**config.mk**
```make
export PLATFORM = sky130hd
export DESIGN_NAME = uart_mode_one_and_interrupt_regs
export DESIGN_NICKNAME = d
export VERILOG_FILES = /design/src/hdl/parity_unit.v /design/src/hdl/rx_status_fifo.v /design/src/hdl/uart_mode_one_and_interrupt_regs.v
export VERILOG_INCLUDE_DIRS = /design/src /design/src/hdl
export SDC_FILE = /design/constraint.sdc
export NUM_CORES = 1
export LEC_CHECK = 0
export CORE_MARGIN = 4
export CORE_UTILIZATION = 63
export CTS_CLUSTER_SIZE = 24
export DETAILED_ROUTE_END_ITERATION = 8
export DONT_BUFFER_PORTS = 1
export HOLD_SLACK_MARGIN = 0.12
export PLACE_DENSITY = 0.79
export SLEW_MARGIN = 20
export SYNTH_ARGS = -nofsm -noshare
export SYNTH_HDL_FRONTEND = slang
export SYNTH_SLANG_ARGS = --single-unit
```
**constraint.sdc**
```tcl
create_clock -name pclk -period 2.7 [get_ports pclk]
set_input_delay 0.27 -clock pclk [delete_from_list [all_inputs] [get_ports pclk]]
set_output_delay 0.27 -clock pclk [all_outputs]
set_load 0.02 [all_outputs]
```
**src/hdl/uart_mode_consts.vh**
```
// Purpose: Constants for the serial channel mode, status and interrupt logic.
// Assumes: APB byte addresses, one 32-bit aligned word per register.
// Notes: Data bits above bit 7 read as zero.
//
// Summary of operation
// - Pointer resets to mode one, advances after access.
// - Request-to-send follows output port bit zero.
// - Flow control negates request-to-send on start while full.
// - Auto negation keeps port bit; reasserts when space.
// - Mode bit 6 picks receiver interrupt source.
// - Chosen receiver status drives pin four if configured.
// - Error mode governs framing, parity, break only.
// - Character mode reports head character flags only.
// - Block mode ORs flags since last error reset.
// - With or forced parity: append and check parity.
// - Parity field 11 selects multidrop mode.
// - Parity type picks odd/even or forced value.
// - Parity type ignored without parity.
// - Multidrop: parity type sets address/data bit.
// - Aux control bit 7 selects baud rate set.
// - Interrupt mask holds eight per-condition enables.
// - Counter upper register holds preset bits 15..8.
// - Interrupt select 0 ready, 1 fifo full.
// - Error mode 0 character, 1 block.
// - Parity field: 00 with, 01 force, 10 none, 11 multidrop.
// - Block flags cleared by error or receiver reset.
`ifndef UART_MODE_CONSTS_VH
`define UART_MODE_CONSTS_VH

// ********************************************************
// Register byte addresses
// ********************************************************
`define ADDR_MODE 8'h00
`define ADDR_STATUS 8'h04
`define ADDR_COMMAND 8'h08
`define ADDR_RX_DATA 8'h0C
`define ADDR_AUX_CONTROL 8'h10
`define ADDR_INPUT_CHANGE 8'h14
`define ADDR_INT_STATUS 8'h18
`define ADDR_INT_MASK 8'h1C
`define ADDR_COUNTER_HIGH 8'h20
`define ADDR_PIN_CONFIG 8'h24
`define ADDR_OUTPUT_BITS 8'h28

// ********************************************************
// Field positions
// ********************************************************
`define MODE1_RTS_CTRL 7
`define MODE1_INT_SEL 6
`define MODE1_ERR_MODE 5
`define MODE1_PAR_HI 4
`define MODE1_PAR_LO 3
`define MODE1_PAR_TYPE 2
`define AUX_BRG_SET 7
`define PIN_CONFIG_OP4 4
`define CMD_HI 6
`define CMD_LO 4

// ********************************************************
// Codes and reset values
// ********************************************************
`define PAR_WITH 2'h0
`define PAR_FORCE 2'h1
`define PAR_NONE 2'h2
`define PAR_MULTIDROP 2'h3
`define CMD_SET_POINTER 3'h1
`define CMD_RX_RESET 3'h2
`define CMD_ERR_RESET 3'h4
`define REG_RESET 8'h00
`define BITS_FIVE 2'h0
`define BITS_SIX 2'h1
`define BITS_SEVEN 2'h2

`endif

```
**src/hdl/parity_unit.v**
```verilog
// Purpose: Parity bit generation for transmit and checking for receive.
// Assumes: Data below the programmed length sits in the low bits.
// Notes: Pure combinational logic.
`timescale 1ns/100ps
`default_nettype none
`include "uart_mode_consts.vh"

module parity_unit (
  input wire [1:0] char_bits,
  input wire [1:0] parity_mode,
  input wire parity_type,
  input wire [7:0] tx_data,
  input wire [7:0] rx_data,
  input wire rx_parity_bit,
  output reg tx_parity_bit,
  output reg tx_parity_used,
  output reg rx_parity_error
);

  reg [7:0] mask;
  reg tx_ones;
  reg rx_ones;

  always @* begin
    case (char_bits)
      `BITS_FIVE: mask = 8'h1F;
      `BITS_SIX: mask = 8'h3F;
      `BITS_SEVEN: mask = 8'h7F;
      default: mask = 8'hFF;
    endcase
    tx_ones = ^(tx_data & mask);
    rx_ones = ^(rx_data & mask);
    tx_parity_bit = 1'b0;
    tx_parity_used = 1'b0;
    rx_parity_error = 1'b0;
    case (parity_mode)
      `PAR_WITH: begin
        tx_parity_used = 1'b1;
        tx_parity_bit = tx_ones ^ parity_type;
        rx_parity_error = rx_ones ^ parity_type ^ rx_parity_bit;
      end
      `PAR_FORCE: begin
        tx_parity_used = 1'b1;
        tx_parity_bit = parity_type;
        rx_parity_error = rx_parity_bit ^ parity_type;
      end
      `PAR_MULTIDROP: begin
        tx_parity_used = 1'b1;
        tx_parity_bit = parity_type;
      end
      default: begin
        tx_parity_used = 1'b0;
      end
    endcase
  end

endmodule
`default_nettype wire

```
**src/hdl/rx_status_fifo.v**
```verilog
// Purpose: Receive FIFO that carries per-character status with the data.
// Assumes: Push and pop are single-cycle strobes on the same clock.
// Notes: A push while full is dropped; the caller counts it as overrun.
`timescale 1ns/100ps
`default_nettype none

module rx_status_fifo #(
  parameter WIDTH = 11,
  parameter DEPTH = 4,
  parameter AW = 2
) (
  input wire pclk,
  input wire presetn,
  input wire clear,
  input wire push,
  input wire [WIDTH-1:0] push_data,
  input wire pop,
  output wire [WIDTH-1:0] head,
  output wire empty,
  output wire full
);

  reg [WIDTH-1:0] mem [0:DEPTH-1];
  reg [AW-1:0] rd_ptr;
  reg [AW-1:0] wr_ptr;
  reg [AW:0] count;
  wire do_push;
  wire do_pop;
  integer i;

  assign empty = (count == {(AW+1){1'b0}});
  assign full = (count == DEPTH[AW:0]);
  assign head = mem[rd_ptr];
  assign do_push = push & ~full;
  assign do_pop = pop & ~empty;

  always @(posedge pclk or negedge presetn) begin
    if (!presetn) begin
      rd_ptr <= {AW{1'b0}};
      wr_ptr <= {AW{1'b0}};
      count <= {(AW+1){1'b0}};
      for (i = 0; i < DEPTH; i = i + 1) begin
        mem[i] <= {WIDTH{1'b0}};
      end
    end else if (clear) begin
      rd_ptr <= {AW{1'b0}};
      wr_ptr <= {AW{1'b0}};
      count <= {(AW+1){1'b0}};
    end else begin
      if (do_push) begin
        mem[wr_ptr] <= push_data;
        wr_ptr <= wr_ptr + 1'b1;
      end
      if (do_pop) begin
        rd_ptr <= rd_ptr + 1'b1;
      end
      if (do_push & ~do_pop) begin
        count <= count + 1'b1;
      end else if (do_pop & ~do_push) begin
        count <= count - 1'b1;
      end
    end
  end

endmodule
`default_nettype wire

```
**src/hdl/uart_mode_one_and_interrupt_regs.v**
```verilog
// Purpose: Mode, status, flow control and interrupt registers of a channel.
// Assumes: Receiver and transmitter logic run on pclk; input port pins
//   are asynchronous.
// Notes: APB slave, pready answers in the first access cycle.
`timescale 1ns/100ps
`default_nettype none
`include "uart_mode_consts.vh"

module uart_mode_one_and_interrupt_regs #(
  parameter FIFO_DEPTH = 4
) (
  input wire pclk,
  input wire presetn,
  input wire psel,
  input wire penable,
  input wire pwrite,
  input wire [7:0] paddr,
  input wire [31:0] pwdata,
  output reg [31:0] prdata,
  output reg pready,
  output reg pslverr,
  input wire rx_start_bit,
  input wire rx_char_valid,
  input wire [7:0] rx_char_data,
  input wire rx_char_parity_bit,
  input wire rx_char_framing,
  input wire rx_char_break,
  input wire [7:0] tx_char_data,
  input wire transmit_ready,
  input wire transmit_empty,
  input wire [3:0] input_pins,
  input wire break_change_a,
  input wire break_change_b,
  input wire receiver_b_int,
  input wire transmit_ready_b,
  input wire counter_ready,
  output reg receiver_rts_out_n,
  output reg output_pin_four,
  output reg tx_parity_bit,
  output reg tx_parity_used,
  output reg brg_set_two,
  output reg [7:0] counter_high,
  output reg [7:0] mode_two_bits,
  output reg irq_n
);

  // ********************************************************
  // Registers
  // ********************************************************
  reg [7:0] channel_mode_one;
  reg [7:0] channel_mode_two;
  reg mode_pointer;
  reg [7:0] aux_control;
  reg [7:0] interrupt_mask;
  reg [7:0] counter_preset_high;
  reg [7:0] output_pin_config;
  reg [7:0] output_port_bits;
  reg rts_auto_negated;
  reg [2:0] block_flags;
  reg overrun;
  reg [3:0] pin_meta;
  reg [3:0] pin_sync;
  reg [3:0] pin_prev;
  reg [3:0] pin_delta;
  reg [3:0] delta_seen;

  // ********************************************************
  // Bus decode
  // ********************************************************
  wire setup_phase;
  wire access_done;
  wire wr_done;
  wire rd_done;
  wire [2:0] command;
  wire cmd_write;
  wire rx_reset;
  wire err_reset;

  assign setup_phase = psel & ~penable;
  assign access_done = psel & penable & pready;
  assign wr_done = access_done & pwrite & ~pslverr;
  assign rd_done = access_done & ~pwrite & ~pslverr;
  assign command = pwdata[`CMD_HI:`CMD_LO];
  assign cmd_write = wr_done & (paddr == `ADDR_COMMAND);
  assign rx_reset = cmd_write & (command == `CMD_RX_RESET);
  assign err_reset = cmd_write & (command == `CMD_ERR_RESET);

  function addr_mapped;
    input [7:0] a;
    input w;
    begin
      case (a)
        `ADDR_MODE, `ADDR_INT_MASK, `ADDR_AUX_CONTROL,
        `ADDR_COUNTER_HIGH, `ADDR_PIN_CONFIG,
        `ADDR_OUTPUT_BITS: addr_mapped = 1'b1;
        `ADDR_COMMAND: addr_mapped = w;
        `ADDR_STATUS, `ADDR_RX_DATA, `ADDR_INPUT_CHANGE,
        `ADDR_INT_STATUS: addr_mapped = ~w;
        default: addr_mapped = 1'b0;
      endcase
    end
  endfunction

  // ********************************************************
  // Receive FIFO and parity
  // ********************************************************
  wire [10:0] fifo_head;
  wire fifo_empty;
  wire fifo_full;
  wire rx_parity_error;
  wire next_tx_parity_bit;
  wire next_tx_parity_used;
  wire fifo_pop;

  assign fifo_pop = rd_done & (paddr == `ADDR_RX_DATA);

  parity_unit u_parity (
    .char_bits(channel_mode_one[1:0]),
    .parity_mode(channel_mode_one[`MODE1_PAR_HI:`MODE1_PAR_LO]),
    .parity_type(channel_mode_one[`MODE1_PAR_TYPE]),
    .tx_data(tx_char_data),
    .rx_data(rx_char_data),
    .rx_parity_bit(rx_char_parity_bit),
    .tx_parity_bit(next_tx_parity_bit),
    .tx_parity_used(next_tx_parity_used),
    .rx_parity_error(rx_parity_error)
  );

  // Head layout: break, framing, parity, then the data byte.
  rx_status_fifo #(
    .WIDTH(11),
    .DEPTH(FIFO_DEPTH),
    .AW(2)
  ) u_fifo (
    .pclk(pclk),
    .presetn(presetn),
    .clear(rx_reset),
    .push(rx_char_valid),
    .push_data({rx_char_break, rx_char_framing, rx_parity_error,
                rx_char_data}),
    .pop(fifo_pop),
    .head(fifo_head),
    .empty(fifo_empty),
    .full(fifo_full)
  );

  // ********************************************************
  // Status composition
  // ********************************************************
  wire rx_ready;
  wire rx_int_source;
  wire [2:0] head_flags;
  wire [2:0] shown_flags;
  wire [7:0] channel_status;
  wire [7:0] input_change_status;
  wire [7:0] interrupt_status;
  wire port_change;

  assign rx_ready = ~fifo_empty;
  assign rx_int_source = channel_mode_one[`MODE1_INT_SEL] ?
                         fifo_full : rx_ready;
  assign head_flags = fifo_empty ? 3'h0 : fifo_head[10:8];
  // Block mode shows the accumulation, character mode the head only.
  assign shown_flags = channel_mode_one[`MODE1_ERR_MODE] ?
                       block_flags : head_flags;
  assign channel_status = {shown_flags, overrun, transmit_empty,
                           transmit_ready, fifo_full, rx_ready};
  assign input_change_status = {pin_delta, pin_sync};
  assign port_change = |(pin_delta & aux_control[3:0]);
  assign interrupt_status = {port_change, break_change_b, receiver_b_int,
                             transmit_ready_b, counter_ready,
                             break_change_a, rx_int_source,
                             transmit_ready};

  // ********************************************************
  // APB slave
  // ********************************************************
  reg [7:0] next_read;

  always @* begin
    case (paddr)
      `ADDR_MODE: next_read = mode_pointer ? channel_mode_two :
                              channel_mode_one;
      `ADDR_STATUS: next_read = channel_status;
      `ADDR_RX_DATA: next_read = fifo_empty ? 8'h00 : fifo_head[7:0];
      `ADDR_INPUT_CHANGE: next_read = input_change_status;
      `ADDR_INT_STATUS: next_read = interrupt_status;
      `ADDR_PIN_CONFIG: next_read = output_pin_config;
      `ADDR_OUTPUT_BITS: next_read = output_port_bits;
      default: next_read = 8'h00;
    endcase
  end

  always @(posedge pclk or negedge presetn) begin
    if (!presetn) begin
      prdata <= 32'h00000000;
      pready <= 1'b0;
      pslverr <= 1'b0;
      delta_seen <= 4'h0;
    end else if (setup_phase) begin
      pready <= 1'b1;
      pslverr <= ~addr_mapped(paddr, pwrite);
      prdata <= (pwrite | ~addr_mapped(paddr, pwrite)) ? 32'h00000000 :
                {24'h000000, next_read};
      delta_seen <= (~pwrite & (paddr == `ADDR_INPUT_CHANGE)) ?
                    pin_delta : 4'h0;
    end else if (access_done) begin
      pready <= 1'b0;
      pslverr <= 1'b0;
    end
  end

  // ********************************************************
  // Software registers
  // ********************************************************
  always @(posedge pclk or negedge presetn) begin
    if (!presetn) begin
      channel_mode_one <= `REG_RESET;
      channel_mode_two <= `REG_RESET;
      mode_pointer <= 1'b0;
      aux_control <= `REG_RESET;
      interrupt_mask <= `REG_RESET;
      counter_preset_high <= `REG_RESET;
      output_pin_config <= `REG_RESET;
      output_port_bits <= `REG_RESET;
    end else begin
      if (cmd_write & (command == `CMD_SET_POINTER)) begin
        mode_pointer <= 1'b0;
      end else if (access_done & ~pslverr & (paddr == `ADDR_MODE)) begin
        if (!mode_pointer) begin
          mode_pointer <= 1'b1;
          if (pwrite) begin
            channel_mode_one <= pwdata[7:0];
          end
        end else if (pwrite) begin
          channel_mode_two <= pwdata[7:0];
        end
      end
      if (wr_done) begin
        case (paddr)
          `ADDR_AUX_CONTROL: aux_control <= pwdata[7:0];
          `ADDR_INT_MASK: interrupt_mask <= pwdata[7:0];
          `ADDR_COUNTER_HIGH: counter_preset_high <= pwdata[7:0];
          `ADDR_PIN_CONFIG: output_pin_config <= pwdata[7:0];
          `ADDR_OUTPUT_BITS: output_port_bits <= pwdata[7:0];
          default: output_port_bits <= output_port_bits;
        endcase
      end
    end
  end

  // ********************************************************
  // Receiver flow control and error accumulation
  // ********************************************************
  always @(posedge pclk or negedge presetn) begin
    if (!presetn) begin
      rts_auto_negated <= 1'b0;
      block_flags <= 3'h0;
      overrun <= 1'b0;
    end else begin
      // Negation leaves the port bit alone and lifts once space exists.
      if (channel_mode_one[`MODE1_RTS_CTRL] & rx_start_bit & fifo_full) begin
        rts_auto_negated <= 1'b1;
      end else if (!fifo_full) begin
        rts_auto_negated <= 1'b0;
      end
      // Each head character is folded in; a new event beats an error reset, not a receiver reset.
      if (rx_reset | err_reset) begin
        block_flags <= head_flags & {3{~rx_reset}};
      end else begin
        block_flags <= block_flags | head_flags;
      end
      if (rx_char_valid & fifo_full & ~rx_reset) begin
        overrun <= 1'b1;
      end else if (rx_reset | err_reset) begin
        overrun <= 1'b0;
      end
    end
  end

  // ********************************************************
  // Input port change detection
  // ********************************************************
  always @(posedge pclk or negedge presetn) begin
    if (!presetn) begin
      pin_meta <= 4'h0;
      pin_sync <= 4'h0;
      pin_prev <= 4'h0;
      pin_delta <= 4'h0;
    end else begin
      pin_meta <= input_pins;
      pin_sync <= pin_meta;
      pin_prev <= pin_sync;
      // Only deltas returned by the read are cleared; a new one wins.
      pin_delta <= (pin_delta & ~(delta_seen & {4{rd_done}})) |
                   (pin_sync ^ pin_prev);
    end
  end

  // ********************************************************
  // Output flops
  // ********************************************************
  always @(posedge pclk or negedge presetn) begin
    if (!presetn) begin
      receiver_rts_out_n <= 1'b1;
      output_pin_four <= 1'b1;
      tx_parity_bit <= 1'b0;
      tx_parity_used <= 1'b0;
      brg_set_two <= 1'b0;
      counter_high <= `REG_RESET;
      mode_two_bits <= `REG_RESET;
      irq_n <= 1'b1;
    end else begin
      // The pin level is the inverse of the port bit unless auto negation or the pin four receiver status selection overrides it.
      receiver_rts_out_n <= ~(output_port_bits[0] &
                              ~rts_auto_negated);
      output_pin_four <= output_pin_config[`PIN_CONFIG_OP4] ?
                         ~rx_int_source : ~output_port_bits[4];
      tx_parity_bit <= next_tx_parity_bit;
      tx_parity_used <= next_tx_parity_used;
      brg_set_two <= aux_control[`AUX_BRG_SET];
      counter_high <= counter_preset_high;
      mode_two_bits <= channel_mode_two;
      irq_n <= ~|(interrupt_status & interrupt_mask);
    end
  end

endmodule
`default_nettype wire

```
Yosys cells after proc, flatten, opt, wreduce, memory -nomap -nowiden:

Index checks and enable logic that the tools add are counted.

* bits in registers: 189
* output and inout port bits: 56
* input bits: 77

* magnitude comparators: 3
* muxes and demuxes: 38
* bitwise logic cells: 58
* equality and inequality tests: 19
* add/subtract/negate cells: 4
* reductions and logical operators: 28

Operators by type and width (count)
* $pmux 8 s7: 1
* $bwmux 44: 1
* $mux 11: 3
* $eq 8x5->1 const B: 4
* $and 1x1->1: 24
* $and 8x8->8: 3
* $eq 8x6->1 const B: 3
* $mux 8: 3
* $pmux 8 s3: 1
* $bmux 11 s2: 1
* $demux 11 s2: 1
* $mux 3: 6
* $eq 8x4->1 const B: 2
* $reduce_xor 8->1: 2
* $not 1->1: 15
* $mux 1: 13
* $and 4x4->4: 3
* $reduce_and 2->1: 6
* $reduce_bool 2->1: 5
* $eq 8x3->1 const B: 1
* $logic_not 8->1: 1
* $mux 2: 4
* $reduce_and 4->1: 2
* $reduce_or 4->1: 2
* 31 further kinds: 43

Longest topological paths before layout:

* depth in word-level cells: 10
* depth in mapped cells: 9

By module:

A second synthesis with hierarchy kept.

* cell total of the unflattened synthesis: 597
* area total of the unflattened synthesis: 7642.3 um^2

By module, submodules not included
* uart_mode_one_and_interrupt_regs: times used 1, cells each 395, sequential area each 2781.4 um^2, area each 4884.7 um^2
* rx_status_fifo: times used 1, cells each 169, sequential area each 1276.2 um^2, area each 2498.6 um^2
* parity_unit: times used 1, cells each 33, sequential area each 0.0 um^2, area each 259.0 um^2

Worst setup path after synthesis:

Ideal clock, no wire load.

* path kind: register to register
* start: register pslverr
* end: register u_fifo.count[2]
* setup slack: 0.314 ns
* setup time: 0.135 ns
* buffers on the path: 2
* cell stages (with the launch flop): 10
* data arrival time: 2.250 ns
* path through: dfrtp_1 > and4b_1 > buf_2 > nor2b_1 > clkbuf_1 > a21oi_2 > fa_1 > a211oi_1 > o21ai_0 > nor3b_1

* cells in the longest elaborated chain, start to end: 8
* elaborated cells on any way between the ends: 13
* classes of those cells: 2 x mux; 10 x bitwise; 1 x reduce/logical

RTL lines
* start, declared: RTL line uart_mode_one_and_interrupt_regs.v:21 `output reg pslverr,`
* start signal, assigned: RTL line uart_mode_one_and_interrupt_regs.v:202 `pslverr <= ~addr_mapped(paddr, pwrite);`
* $not 1->1 (*): RTL line uart_mode_one_and_interrupt_regs.v:81, uart_mode_one_and_interrupt_regs.v:82
* $and 1x1->1: RTL line uart_mode_one_and_interrupt_regs.v:82 `assign rd_done = access_done & ~pwrite & ~pslverr;`
* $and 1x1->1: RTL line uart_mode_one_and_interrupt_regs.v:115 `` assign fifo_pop = rd_done & (paddr == `ADDR_RX_DATA); ``
* $and 1x1->1: RTL line rx_status_fifo.v:35 `assign do_pop = pop & ~empty;`
* $not 1->1: RTL line rx_status_fifo.v:57 `if (do_push & ~do_pop) begin`
* $and 1x1->1: RTL line rx_status_fifo.v:57
* $mux 3: RTL line rx_status_fifo.v:57
* $mux 3: RTL line rx_status_fifo.v:45 `end else if (clear) begin`
* end signal, assigned: RTL line rx_status_fifo.v:48 `count <= {(AW+1){1'b0}};`
* end signal, assigned: RTL line rx_status_fifo.v:58 `count <= count + 1'b1;`
* end signal, assigned: RTL line rx_status_fifo.v:60 `count <= count - 1'b1;`
* end, declared: RTL line rx_status_fifo.v:26 `reg [AW:0] count;`

Mark *: on every way between the ends. The rest lies on a longest branch, timed or not.
A chain may end at the register's enable or synchronous reset.

Final worst setup path:

* start: register u_fifo.count[1]
* end: register u_fifo.count[2]

* cells in the longest elaborated chain, start to end: 7
* elaborated cells on any way between the ends: 16
* classes of those cells: 2 x add/sub; 1 x eq/ne; 3 x mux; 8 x bitwise; 2 x reduce/logical

RTL lines
* start signal, assigned: RTL line rx_status_fifo.v:41 `count <= {(AW+1){1'b0}};`
* start signal, assigned: RTL line rx_status_fifo.v:48
* start signal, assigned: RTL line rx_status_fifo.v:58
* parallel branches: the longest is 7 deep, another holds $sub 3x1->3

Several ways; the timed one is not identified. The select of a mux whose other input is x is not followed.

==> reports/results.ini <==
[global_route]
global_route.usage.total_pct=27.1
globalRouteOverflowTotal=0
grt_pass1_vias=5331
initial_antenna_violation_count=0
global_route_wire_length_before_repair_um=29200
largest_net_degree_at_the_start_of_global_routing=163

[clock_tree]
postCtsSetupBuffers=0
cts_sinks=162
tritoncts_clock_tree=built
post_cts_resized=0
clk_pin_slew_ns=0.06
cts_root_buf=clkbuf_16
cts-htree-levels=4
clock_tree.buffer_depth=2
clk-insertion-delay-late_ns=0.43
tritoncts.num_buffers=17
cts-hold-fix-buffers=32

[die]
fp.dieArea_um2=13900
start_util_pct=65.4
die_h_um=118
core.rowCount=39
core_region_area_um2=11600
pin_count=133
die_width_um=118

[layout]
syn_to_final_growth_pct=13.3
most-common-layout-cells=159 x dfrtp_1, 92 x mux2_2, 49 x nand2_1
antenna_cells_inserted=0
nFillCells=733
commonest_non_fill_non_tap_cell_in_the_layout=dfrtp_1
post_route_cells_drive_above_1_share_pct=26.4
final_cell_area_um2=8600
finalNetCount=716
final_core_utilization_pct=74.1

[pwr]
leakagePower_nw=3.81
worst_ir_drop_vdd_v=0.000818
power_density_nw_per_um2=795
power.total_w=0.00684

[placement]
dpl-instance-area_um2=7640
detailedPlacementHpwl_um=11900
gp_congestion=0.886
place.port_buffers=0

[route]
route.detailed.vias_per_inst=6.35
detail_route.first_pass.iterations=5
ant_nets=0
via_count=5019
drt_initial_violations=518
remaining_design_rule_violation_count=0
detail_route.wl_per_cell_um=22.7
drt-total-wl_um=18000

[yosys]
syn-instance-count=597
synth_seq_area_share_pct=53.4
top_reg_cell_synth=dfrtp_1
yosysWarnings=0
synth-edff-count=0
yosys.cell_types.count=71
syn_area_per_cell_um2=12.7
synth.cell_area_um2=7600
synth.ff_latch_count=162
synthArstFlopShare_pct=100

[timing]
setup_tns_ns=0
min_tclk_post_route_ns=2.35
rsz0062_at_grt=no
worst_slew_pin_slew_ns=0.716
finClkSkew_ns=0.00612
setup_viol=0
achievable-frequency_ghz=0.426
timing_max_transition_violations_final=0
whs_ns=-0.473
max-slew-margin-rel_pct=52.1
final_critical_path_share_of_the_clock_period_pct=87.0
report.final.hold_viol_count=162

[worst_setup_path]
path_delay_family=simple AND/OR/NAND/NOR gates
timing.reg2reg.setup_slack_ns=0.35
timing.critical_path.cells=or3b_1 -> nand2_1 -> a21oi_2 -> fa_1 -> a211oi_1 -> o21ai_0 -> nor3b_1
critPathMaxStageDelay_ns=0.48
crit_path_max_fanout=6
worstSetupEndpointType=flop
cp_slowest_cell=or3b_1
worst-path-buf-inv=0
timing.critical_path.from_type=flop
crit_required_ns=2.98
arrival_ns=2.63
setup.worst_path.class=flop to flop

[run_status]
failed_checks=negative hold slack
run_status=finished with violations

[worst_hold_path]
hold_path.class=primary input to asynchronous set/reset pin

[run]
drv.max_cap_violation_count=0

routing by layer:
layer,share of wire [%],track usage (%),wire length (µm)
met5,0,0,0
met4,2.5,12.2,448
met3,6.8,6.34,1210
met2,51,45.5,9130
met1,40,33.5,7170
cell type report:
class                      count  area (µm²)  area share [%]
clock inverter                12         181            2.11
multi-input combinational    400        3280            38.2
timing repair buffer          44         410            4.77
tap                          143         179            2.08
inverter                       9        33.8           0.393
clock buffer                  20         457            5.31
sequential                   162        4060            47.2
kinds of logic after synthesis:
group,share of synthesized area [%]
buf+inv,4.56
simple gates,11.2
xor+xnor,2.55
compound gates,9.08
fa+ha+maj,0.922
other cells,0.0494
flops,53.4
mux,18.2
worst paths after layout:
path / start / to / cells after the start
min: presetn / rts_auto_negated / 0
max: u_fifo.count[1] / u_fifo.count[2] / 7
max reg2reg: u_fifo.count[1] / u_fifo.count[2] / 7
max in group asynchronous: presetn / receiver_rts_out_n / 0
min reg2reg: pin_meta[2] / pin_sync[2] / 0
min in group pclk: pwdata[5] / overrun / 3
where the power goes:
part           switching (W)  total [W]  leakage (nW)  internal [W]
sequential          0.000242    0.00308          2.07       0.00283
combinational       0.000525    0.00119          1.44      0.000666
clock               0.000976    0.00257         0.310       0.00160
total                0.00174    0.00684          3.81       0.00510
synth_stat cells, types with 4 or more instances:
master	count	area, µm²
a21oi_1	10	50.1
a22o_1	5	43.8
a22oi_1	21	158
and2_1	5	31.3
buf_2	10	50.1
buf_4	31	233
clkbuf_1	6	22.5
dfrtp_1	159	3980
ha_1	4	50.1
inv_1	9	33.8
mux2_2	92	1040
mux2i_1	10	100
mux4_2	11	248
nand2_1	49	184
nand2b_1	4	25.0
nand3_1	11	55.1
nand4_1	4	25.0
nor2_1	21	78.8
nor3_1	8	40.0
nor3b_1	4	30.0
o211a_1	4	40.0
o211ai_1	6	45.0
o21ai_0	21	105
o22ai_1	5	31.3
o2bb2ai_1	4	35.0
or2b_2	5	43.8
or4b_1	4	40.0
xnor2_1	13	114
flip-flops by register name (all words and copies together), names as in the netlist, 2 cells and up:
signal and count:
channel_mode_one 8, counter_preset_high 8, aux_control 5, pin_prev 4, pin_meta 4, output_port_bits 8
delta_seen 4, pin_delta 4, u_fifo.mem 44, u_fifo.wr_ptr 2, mode_two_bits 8, counter_high 8
output_pin_config 8, u_fifo.count 3, prdata 8, channel_mode_two 8, interrupt_mask 8, pin_sync 4
u_fifo.rd_ptr 2, block_flags 3
through the flow:
stage | cells | hold slack [ns] | setup slack, ns
after floorplan | 620 | -0.0256 | 0.314
after global placement | 726 | -0.0222 | 0.443
after detailed placement | 726 | -0.0220 | 0.404
after CTS | 790 | -0.482 | 0.365
after global routing | 790 | -0.491 | 0.287
final | 790 | -0.473 | 0.351
Power figures use the tool's default switching activity.
